**config.mk**
```make
export PLATFORM = sky130hd
export DESIGN_NAME = asgp_top
export DESIGN_NICKNAME = d
export VERILOG_FILES = /design/src/core/asgp_pkg.sv /design/src/core/asgp_pad_if.sv /design/src/core/asgp_pad_mux.sv /design/src/core/asgp_top.sv
export SDC_FILE = /design/constraint.sdc
export NUM_CORES = 1
export LEC_CHECK = 0
export ABC_AREA = 1
export BUFFER_PORTS_ARGS = -buffer_cell sky130_fd_sc_hd__buf_4
export CORE_ASPECT_RATIO = 0.6
export CORE_MARGIN = 2
export CORE_UTILIZATION = 40
export CTS_BUF_LIST = sky130_fd_sc_hd__clkbuf_8 sky130_fd_sc_hd__clkbuf_16
export CTS_CLUSTER_DIAMETER = 30
export DETAILED_ROUTE_END_ITERATION = 8
export GPL_TIMING_DRIVEN = 0
export PLACE_DENSITY = 0.66
export SLEW_MARGIN = 15
export SYNTH_ARGS = -nofsm -noshare
export SYNTH_HDL_FRONTEND = slang
export SYNTH_HIERARCHICAL = 1
export SYNTH_SLANG_ARGS = --single-unit
```
**constraint.sdc**
```tcl
create_clock -name aclk -period 1.53 [get_ports aclk]
set_input_delay 0.459 -clock aclk [delete_from_list [all_inputs] [get_ports aclk]]
set_output_delay 0.459 -clock aclk [all_outputs]
set_load 0.05 [all_outputs]
```
**src/core/asgp_pkg.sv**
```systemverilog
// Purpose: Shared constants for the analog-shared GPIO port
// Assumes: AXI4-Lite, 32-bit data, one register per aligned word
// Notes: Offsets are byte addresses
package asgp_pkg;
  localparam int ADDR_W = 8;
  // Register byte offsets
  localparam logic [7:0] OFS_PIN = 8'h00;
  localparam logic [7:0] OFS_LATCH = 8'h04;
  localparam logic [7:0] OFS_DIR = 8'h08;
  localparam logic [7:0] OFS_ACFG = 8'h0C;
  localparam logic [7:0] OFS_CMPC = 8'h10;
  localparam logic [7:0] OFS_CVR = 8'h14;
  // Reset values
  localparam logic [7:0] LATCH_RST = 8'h00;
  localparam logic [7:0] DIR_RST = 8'hFF;
  localparam logic [5:0] ACFG_RST = 6'h00;
  localparam logic [5:0] CMPC_RST = 6'h07;
  localparam logic [7:0] CVR_RST = 8'h00;
  localparam logic [7:0] ANA_RST = 8'h7F;
  // Field positions
  localparam int ACFG_SEL_LSB = 0;
  localparam int ACFG_VREF_LSB = 4;
  localparam int CMP_MODE_LSB = 0;
  localparam int CMP_C1RES_BIT = 6;
  localparam int CMP_C2RES_BIT = 7;
  localparam int CVR_EN_BIT = 7;
  localparam int CVR_OE_BIT = 6;
  // Comparator modes, channel map and bus response codes
  localparam logic [2:0] CMP_MODE_OFF = 3'h7;
  localparam logic [2:0] CMP_MODE_OUT = 3'h3;
  localparam logic [4:0] CHAN_BASE = 5'h05;
  localparam logic [4:0] SEL_LIMIT = 5'h10;
  localparam logic [1:0] RESP_OKAY = 2'h0;
  localparam logic [1:0] RESP_SLVERR = 2'h2;

  typedef enum logic {ASGP_WR_COLLECT, ASGP_WR_RESP} asgp_wr_t;

  function automatic logic [7:0] asgp_impl_mask(input logic full_pkg);
    asgp_impl_mask = full_pkg ? 8'hFF : 8'hFE;
  endfunction
endpackage

```
**src/core/asgp_pad_if.sv**
```systemverilog
// Purpose: Control and pad bundle between register core and pad mux
// Assumes: One clock domain
// Notes: Pad input here is already synchronised
`timescale 1ns/1ps
interface asgp_pad_if;
  logic [7:0] latch;
  logic [7:0] dir;
  logic [7:0] ana;
  logic [7:0] pad_in_s;
  logic c1_drive;
  logic c2_drive;
  logic c1_res;
  logic c2_res;
  logic ref_on;
  logic [7:0] pad_out;
  logic [7:0] pad_oe_n;
  logic [7:0] dig_in;
  modport core (output latch, dir, ana, pad_in_s, c1_drive, c2_drive, c1_res, c2_res, ref_on,
                input pad_out, pad_oe_n, dig_in);
  modport mux (input latch, dir, ana, pad_in_s, c1_drive, c2_drive, c1_res, c2_res, ref_on,
               output pad_out, pad_oe_n, dig_in);
endinterface

```
**src/core/asgp_pad_mux.sv**
```systemverilog
// Purpose: Per-pin output, enable and digital-input gating
// Assumes: Controls are registers of the same clock
// Notes: Overrides never reach the direction register
`timescale 1ns/1ps
module asgp_pad_mux (
  // Clock and reset
  input wire logic aclk,
  input wire logic aresetn,
  // Core side
  asgp_pad_if.mux pio
);
  logic [7:0] pad_out_ff, nxt_pad_out;
  logic [7:0] pad_oe_n_ff, nxt_pad_oe_n;
  logic [7:0] blk;

  always_comb begin
    nxt_pad_out = pio.latch;
    if (pio.c2_drive) begin
      nxt_pad_out[1] = pio.c2_res;
    end
    if (pio.c1_drive) begin
      nxt_pad_out[2] = pio.c1_res;
    end
    nxt_pad_oe_n = pio.dir;
    blk = pio.ana;
    if (pio.ref_on) begin
      nxt_pad_oe_n[5] = 1'b1;
      blk[5] = 1'b1;
    end
  end

  // Analog or reference pins read as zero
  assign pio.dig_in = pio.pad_in_s & ~blk;
  assign pio.pad_out = pad_out_ff;
  assign pio.pad_oe_n = pad_oe_n_ff;

  always_ff @(posedge aclk) begin
    if (!aresetn) begin
      pad_out_ff <= 8'h00;
      pad_oe_n_ff <= 8'hFF;
    end else begin
      pad_out_ff <= nxt_pad_out;
      pad_oe_n_ff <= nxt_pad_oe_n;
    end
  end
endmodule

```
**src/core/asgp_top.sv**
```systemverilog
// Purpose: Eight-pin GPIO port sharing pins with analog functions
// Assumes: AXI4-Lite slave; comparator results and pins are asynchronous
// Notes: One write and one read outstanding; unmapped addresses answer SLVERR
`timescale 1ns/1ps
module asgp_top import asgp_pkg::*; #(
  parameter bit FULL_PKG = 1'b1
) (
  // Clock and reset
  input wire logic aclk,
  input wire logic aresetn,
  // AXI4-Lite write
  input wire logic [ADDR_W-1:0] s_axi_awaddr,
  input wire logic s_axi_awvalid,
  output logic s_axi_awready,
  input wire logic [31:0] s_axi_wdata,
  input wire logic [3:0] s_axi_wstrb,
  input wire logic s_axi_wvalid,
  output logic s_axi_wready,
  output logic [1:0] s_axi_bresp,
  output logic s_axi_bvalid,
  input wire logic s_axi_bready,
  // AXI4-Lite read
  input wire logic [ADDR_W-1:0] s_axi_araddr,
  input wire logic s_axi_arvalid,
  output logic s_axi_arready,
  output logic [31:0] s_axi_rdata,
  output logic [1:0] s_axi_rresp,
  output logic s_axi_rvalid,
  input wire logic s_axi_rready,
  // Pins
  input wire logic [7:0] pad_in,
  output logic [7:0] pad_out,
  output logic [7:0] pad_oe_n,
  output logic [7:0] analog_enable,
  // Analog and serial peripherals
  input wire logic comparator_one_result,
  input wire logic comparator_two_result,
  output logic [5:0] comparator_control_out,
  output logic [7:0] comparator_reference_control_out,
  output logic comparator_reference_output,
  output logic [1:0] adc_vref_select,
  output logic serial_slave_select_input
);
  localparam logic [7:0] IMPL = asgp_impl_mask(FULL_PKG);

  asgp_pad_if pio ();

  // Analog mask: channel ch analog while select < 16 - ch
  function automatic logic [7:0] ana_mask(input logic [3:0] sel, input logic cmp_on);
    logic [4:0] ch;
    ana_mask = 8'h00;
    for (int i = 0; i < 7; i++) begin
      ch = CHAN_BASE + 5'(i);
      ana_mask[i] = ({1'b0, sel} < (SEL_LIMIT - ch));
    end
    if (cmp_on) begin
      ana_mask[6:3] = 4'hF;
    end
  endfunction

  // Synchronisers
  logic [7:0] pin_s1_ff, pin_s2_ff, nxt_pin_s1, nxt_pin_s2;
  logic [1:0] cmp_s1_ff, cmp_s2_ff, nxt_cmp_s1, nxt_cmp_s2;

  always_comb begin
    nxt_pin_s1 = pad_in;
    nxt_pin_s2 = pin_s1_ff;
    nxt_cmp_s1 = {comparator_two_result, comparator_one_result};
    nxt_cmp_s2 = cmp_s1_ff;
  end

  always_ff @(posedge aclk) begin
    if (!aresetn) begin
      pin_s1_ff <= 8'h00;
      pin_s2_ff <= 8'h00;
      cmp_s1_ff <= 2'h0;
      cmp_s2_ff <= 2'h0;
    end else begin
      pin_s1_ff <= nxt_pin_s1;
      pin_s2_ff <= nxt_pin_s2;
      cmp_s1_ff <= nxt_cmp_s1;
      cmp_s2_ff <= nxt_cmp_s2;
    end
  end

  // Write channel
  asgp_wr_t wr_st_ff, nxt_wr_st;
  logic aw_got_ff, nxt_aw_got;
  logic w_got_ff, nxt_w_got;
  logic [ADDR_W-1:0] awaddr_ff, nxt_awaddr;
  logic [7:0] wdata_ff, nxt_wdata;
  logic wstrb0_ff, nxt_wstrb0;
  logic [1:0] bresp_ff, nxt_bresp;
  logic wr_do;
  logic wr_hit;

  assign s_axi_awready = (wr_st_ff == ASGP_WR_COLLECT) && !aw_got_ff;
  assign s_axi_wready = (wr_st_ff == ASGP_WR_COLLECT) && !w_got_ff;
  assign s_axi_bvalid = (wr_st_ff == ASGP_WR_RESP);
  assign s_axi_bresp = bresp_ff;
  assign wr_do = (wr_st_ff == ASGP_WR_COLLECT) && aw_got_ff && w_got_ff;

  always_comb begin
    unique case (awaddr_ff)
      OFS_PIN, OFS_LATCH, OFS_DIR, OFS_ACFG, OFS_CMPC, OFS_CVR: wr_hit = 1'b1;
      default: wr_hit = 1'b0;
    endcase
  end

  always_comb begin
    nxt_wr_st = wr_st_ff;
    nxt_aw_got = aw_got_ff;
    nxt_w_got = w_got_ff;
    nxt_awaddr = awaddr_ff;
    nxt_wdata = wdata_ff;
    nxt_wstrb0 = wstrb0_ff;
    nxt_bresp = bresp_ff;
    if (s_axi_awvalid && s_axi_awready) begin
      nxt_aw_got = 1'b1;
      nxt_awaddr = s_axi_awaddr;
    end
    if (s_axi_wvalid && s_axi_wready) begin
      nxt_w_got = 1'b1;
      nxt_wdata = s_axi_wdata[7:0];
      nxt_wstrb0 = s_axi_wstrb[0];
    end
    unique case (wr_st_ff)
      ASGP_WR_COLLECT: begin
        if (wr_do) begin
          nxt_wr_st = ASGP_WR_RESP;
          nxt_aw_got = 1'b0;
          nxt_w_got = 1'b0;
          nxt_bresp = wr_hit ? RESP_OKAY : RESP_SLVERR;
        end
      end
      ASGP_WR_RESP: begin
        if (s_axi_bready) begin
          nxt_wr_st = ASGP_WR_COLLECT;
        end
      end
    endcase
  end

  always_ff @(posedge aclk) begin
    if (!aresetn) begin
      wr_st_ff <= ASGP_WR_COLLECT;
      aw_got_ff <= 1'b0;
      w_got_ff <= 1'b0;
      awaddr_ff <= '0;
      wdata_ff <= 8'h00;
      wstrb0_ff <= 1'b0;
      bresp_ff <= RESP_OKAY;
    end else begin
      wr_st_ff <= nxt_wr_st;
      aw_got_ff <= nxt_aw_got;
      w_got_ff <= nxt_w_got;
      awaddr_ff <= nxt_awaddr;
      wdata_ff <= nxt_wdata;
      wstrb0_ff <= nxt_wstrb0;
      bresp_ff <= nxt_bresp;
    end
  end

  // Registers and derived pad controls
  logic [7:0] latch_ff, nxt_latch;
  logic [7:0] dir_ff, nxt_dir;
  logic [5:0] acfg_ff, nxt_acfg;
  logic [5:0] cmpc_ff, nxt_cmpc;
  logic [7:0] cvr_ff, nxt_cvr;
  logic [7:0] ana_ff, nxt_ana;
  logic ss_ff, nxt_ss;
  logic cmp_on;
  logic wr_en;

  assign wr_en = wr_do && wstrb0_ff;
  assign cmp_on = (cmpc_ff[CMP_MODE_LSB +: 3] != CMP_MODE_OFF);

  always_comb begin
    nxt_latch = latch_ff;
    nxt_dir = dir_ff;
    nxt_acfg = acfg_ff;
    nxt_cmpc = cmpc_ff;
    nxt_cvr = cvr_ff;
    if (wr_en) begin
      unique case (awaddr_ff)
        OFS_PIN, OFS_LATCH: nxt_latch = wdata_ff & IMPL;
        OFS_DIR: nxt_dir = wdata_ff | ~IMPL;
        OFS_ACFG: nxt_acfg = wdata_ff[5:0];
        OFS_CMPC: nxt_cmpc = wdata_ff[5:0];
        OFS_CVR: nxt_cvr = wdata_ff;
        default: ;
      endcase
    end
    nxt_ana = ana_mask(acfg_ff[ACFG_SEL_LSB +: 4], cmp_on) & IMPL;
    // Pin 7 slave select idles high while it is an output
    nxt_ss = dir_ff[7] ? pin_s2_ff[7] : 1'b1;
  end

  always_ff @(posedge aclk) begin
    if (!aresetn) begin
      latch_ff <= LATCH_RST;
      dir_ff <= DIR_RST;
      acfg_ff <= ACFG_RST;
      cmpc_ff <= CMPC_RST;
      cvr_ff <= CVR_RST;
      ana_ff <= ANA_RST & IMPL;
      ss_ff <= 1'b1;
    end else begin
      latch_ff <= nxt_latch;
      dir_ff <= nxt_dir;
      acfg_ff <= nxt_acfg;
      cmpc_ff <= nxt_cmpc;
      cvr_ff <= nxt_cvr;
      ana_ff <= nxt_ana;
      ss_ff <= nxt_ss;
    end
  end

  // Pad mux sees the live analog mask so input blocking is immediate
  assign pio.latch = latch_ff;
  assign pio.dir = dir_ff;
  assign pio.ana = ana_mask(acfg_ff[ACFG_SEL_LSB +: 4], cmp_on) & IMPL;
  assign pio.pad_in_s = pin_s2_ff & IMPL;
  assign pio.c1_drive = (cmpc_ff[CMP_MODE_LSB +: 3] == CMP_MODE_OUT);
  assign pio.c2_drive = (cmpc_ff[CMP_MODE_LSB +: 3] == CMP_MODE_OUT);
  assign pio.c1_res = cmp_s2_ff[0];
  assign pio.c2_res = cmp_s2_ff[1];
  assign pio.ref_on = cvr_ff[CVR_EN_BIT] && cvr_ff[CVR_OE_BIT];

  asgp_pad_mux u_mux (
    .aclk(aclk),
    .aresetn(aresetn),
    .pio(pio)
  );

  assign pad_out = pio.pad_out;
  assign pad_oe_n = pio.pad_oe_n;
  assign analog_enable = ana_ff;
  assign comparator_control_out = cmpc_ff;
  assign comparator_reference_control_out = cvr_ff;
  assign comparator_reference_output = pio.ref_on;
  assign adc_vref_select = acfg_ff[ACFG_VREF_LSB +: 2];
  assign serial_slave_select_input = ss_ff;

  // Read channel
  logic rvalid_ff, nxt_rvalid;
  logic [7:0] rdata_ff, nxt_rdata;
  logic [1:0] rresp_ff, nxt_rresp;

  assign s_axi_arready = !rvalid_ff;
  assign s_axi_rvalid = rvalid_ff;
  assign s_axi_rdata = {24'h000000, rdata_ff};
  assign s_axi_rresp = rresp_ff;

  always_comb begin
    nxt_rvalid = rvalid_ff;
    nxt_rdata = rdata_ff;
    nxt_rresp = rresp_ff;
    if (rvalid_ff && s_axi_rready) begin
      nxt_rvalid = 1'b0;
    end
    if (s_axi_arvalid && s_axi_arready) begin
      nxt_rvalid = 1'b1;
      nxt_rresp = RESP_OKAY;
      unique case (s_axi_araddr)
        OFS_PIN: nxt_rdata = pio.dig_in;
        OFS_LATCH: nxt_rdata = latch_ff;
        OFS_DIR: nxt_rdata = dir_ff;
        OFS_ACFG: nxt_rdata = {2'h0, acfg_ff};
        OFS_CMPC: nxt_rdata = {cmp_s2_ff[1], cmp_s2_ff[0], cmpc_ff};
        OFS_CVR: nxt_rdata = cvr_ff;
        default: begin
          nxt_rdata = 8'h00;
          nxt_rresp = RESP_SLVERR;
        end
      endcase
    end
  end

  always_ff @(posedge aclk) begin
    if (!aresetn) begin
      rvalid_ff <= 1'b0;
      rdata_ff <= 8'h00;
      rresp_ff <= RESP_OKAY;
    end else begin
      rvalid_ff <= nxt_rvalid;
      rdata_ff <= nxt_rdata;
      rresp_ff <= nxt_rresp;
    end
  end
endmodule

```
==> results.toml <==
[timing]
fin_ws_ns = -0.0226
timing_hold_violations_final = 0
slew-limit-headroom = 0.633
setup_viol = 1
fmax_mhz = 644
worstMarginPinSlew_ns = 0.551
rsz0062_at_grt = "true"
holdWs_ns = 0.291
fin_crit_ns = 1.55
drv_slew = 0
finalCritPeriodShare = 1.01
skew_ns = 0.00800
fin_setup_tns_ns = -0.0226

[finish]
layout_commonest_cell = "buf_4"
drive_gt1_frac = 0.350
fillers = 1058
multi_input_area_mm2 = 0.00193
design_area_mm2 = 0.00639
area_growth_syn_to_layout_pct = 39.6
area.sequential_mm2 = 0.00226
fin_nets = 834
n_antenna_cell = 0
fin_cells = 913
final_cell_mix = "buf_4, nand2_1, dfxtp_1, inv_1, nand3_1"

[pwr]
ir_drop_mv = 0.577
p_leak_uw = 0.00314
cellPowerDensity_mw_per_mm2 = 946

[routing]
viasPerCell = 4.70
wl_um = 13700
drt_first_pass_iters = 5
postRouteAntennaNets = 0
drc_errors = 0
wire_per_inst_um = 15.1
vias = 4295
drtIter0Drc = 326

[min_path]
hold_start = "pad_in[0]"
hp-class = "primary input to flip-flop"

[synthesis]
syn_inst = 599
ys_top_cells_by_area = "dfxtp_1, nand2_1, inv_1, nand3_1, buf_4"
synth.cell_area_mm2 = 0.00458
synth_edf_count = 0
yosys.area.top_type = "dfxtp_1"
synth_cell_types = 32
yosys.area_share.simple = 0.224
synthAdderAreaFrac = 0
ys_seq_area_frac = 0.485
synth_top_family_by_area = "simple AND/OR/NAND/NOR gates"
synth_ff_type = "dfxtp_1"
muxShareOfSynthArea = 0
synth-seq-cells = 111
synth_compound_area_frac = 0.134
synth_xor_area_frac = 0
yosys_warnings = 6
async_flop_share = 0
synth_top_area_frac = 0.485
syn_area_per_cell_um2 = 7.65

[worst_setup_path]
critPathMaxStageDelay_ns = 0.38
required_ns = 1.80
r2r_start = "comparator_control_out[2]$_SDFFE_PN1P_"
crit_type = "flip-flop to flip-flop"
end_kind = "flip-flop"
critPathSlowestCell = "dfxtp_4"
cp_common_cell = "nand2_1"
critPathLaunch = "comparator_control_out[2]$_SDFFE_PN1P_"
worst_setup_path_start_kind = "flip-flop"
path_cells = "nand3_4, nor2_4, inv_2, a21oi_2, inv_1, nor2_1, nand3_1, nand2_1, inv_1, nand2_1, nand2_1, a21oi_1"
critPathArrivalTime_ns = 1.82
critPathMaxFanout = 5

[clock_tree]
cts_tree = "built"
path_clk_slew_ns = 0.08
clock_latency_ns = 0.34
cts_buffers = 9
cts_buffer_depth = 2
htreeDepth = 3
hold_buffers = 0
cts.sinks = 111
root_buffer = "clkbuf_16"

[floorplan]
die_area_mm2 = 0.0124
start_util = 0.408
io_pins = 152
die_x_um = 142
coreArea_mm2 = 0.0112
rows = 30
die_h_um = 86.9

[global_route]
grt_pass1_wl_um = 21200
grt_max_degree = 20
first_global_vias = 4007
antenna_found_initial = 0
grt_overflow_total = 0
grt_usage = 0.227

[run_status]
status = "complete, but fails checks"
violations = "setup timing"

[place]
place_inst = 867
dp_slack_ns = -0.449
routabilityCongestion = 0.854
placed_cell_area_mm2 = 0.00564
port_buffers = 97
dp_hpwl_um = 10300

[flow_run]
maxCapViolCount = 0
## registers in the layout, summed over array words and instances, names as in the netlist, 2 cells and up
| register | count |
|---|---|
| comparator_reference_control_out | 8 |
| u_mux/pio.pad_oe_n | 8 |
| u_mux/pio.pad_out | 8 |
| dir_ff | 8 |
| latch_ff | 8 |
| analog_enable | 7 |
| nxt_pin_s2 | 8 |
| rdata_ff | 8 |
| cmp_s2_ff | 2 |
| awaddr_ff | 8 |
| cmp_s1_ff | 2 |
| comparator_control_out | 6 |
| wdata_ff | 8 |
| pin_s2_ff | 8 |
| acfg_ff | 6 |
## stage by stage
step,utilization,total power (µW)
global route,0.570,6290
CTS,0.543,6040
global placement,0.502,3810
detailed placement,0.502,3830
floorplan,-,3600
finish,0.570,6050
## cell usage after synthesis (2+ instances only)
cell type / instances
o211ai_1: 12
nor2_1: 52
a211oi_1: 10
nor3_1: 4
a21oi_1: 40
a21oi_2: 2
inv_2: 5
nand3_1: 51
a211oi_2: 2
o21ai_0: 35
clkbuf_1: 13
nand2_2: 3
inv_1: 88
buf_4: 31
dfxtp_1: 111
nor2_2: 4
nand2_1: 112
nor2_4: 3
o21ai_2: 2
buf_2: 5
buf_6: 3
## report_power, final
part           switching (µW)  internal (µW)
clock                    1100           1130
combinational             555            263
sequential               45.8           2960
total                    1700           4350
## logic make-up (layout without fill, tap and decap cells)
| kind of cell | count (synthesis) | in the layout |
|---|---|---|
| other | 1 | 28 |
| AND/OR/NAND/NOR | 235 | 235 |
| flip-flops | 111 | 111 |
| buffers and inverters | 147 | 290 |
| AO/OA/AOI/OAI | 105 | 105 |
## cell type report
class,count,area share
Buffer,52,0.0579
Tap cell,144,0.0282
Inverter,94,0.0575
Multi-Input combinational cell,368,0.302
Timing Repair Buffer,129,0.157
Sequential cell,111,0.354
Clock inverter,6,0.00822
Clock buffer,9,0.0352
## per-layer routing
layer | wire (µm) | vias to the layer above | track usage
met2 | 5710 | 152 | 0.318
met3 | 1060 | 9 | 0.0649
li1 | - | 2173 | -
met1 | 6890 | 1961 | 0.339
met4 | 92 | 0 | 0.0573
met5 | 0 | - | 0
## worst paths after layout
kind | to | slack, ns | depth (start not counted)
hold / removal | nxt_pin_s2[0]$_SDFF_PN0_ | 0.29 | 3
hold reg to reg | pin_s2_ff[7]$_SDFF_PN0_ | 0.42 | 2
setup / recovery | rdata_ff[4]$_SDFFE_PN0P_ | -0.02 | 12
setup reg to reg | rdata_ff[4]$_SDFFE_PN0P_ | -0.02 | 12
## critical path: cells and delay by family, from the launching register on
kind,cells,cell delay (ns)
compound gates,2,0.27
buf+inv,3,0.16
flops,1,0.38
simple gates,7,0.67
## repair_timing
| action | in CTS | in global routing |
|---|---|---|
| setup endpoints to repair | 35 | 48 |
| buffers inserted | 11 | 19 |
| gates cloned | 1 | 1 |
| pin swaps | 7 | 17 |
| gates resized for setup | 32 | 63 |
Power figures use the tool's default switching activity.
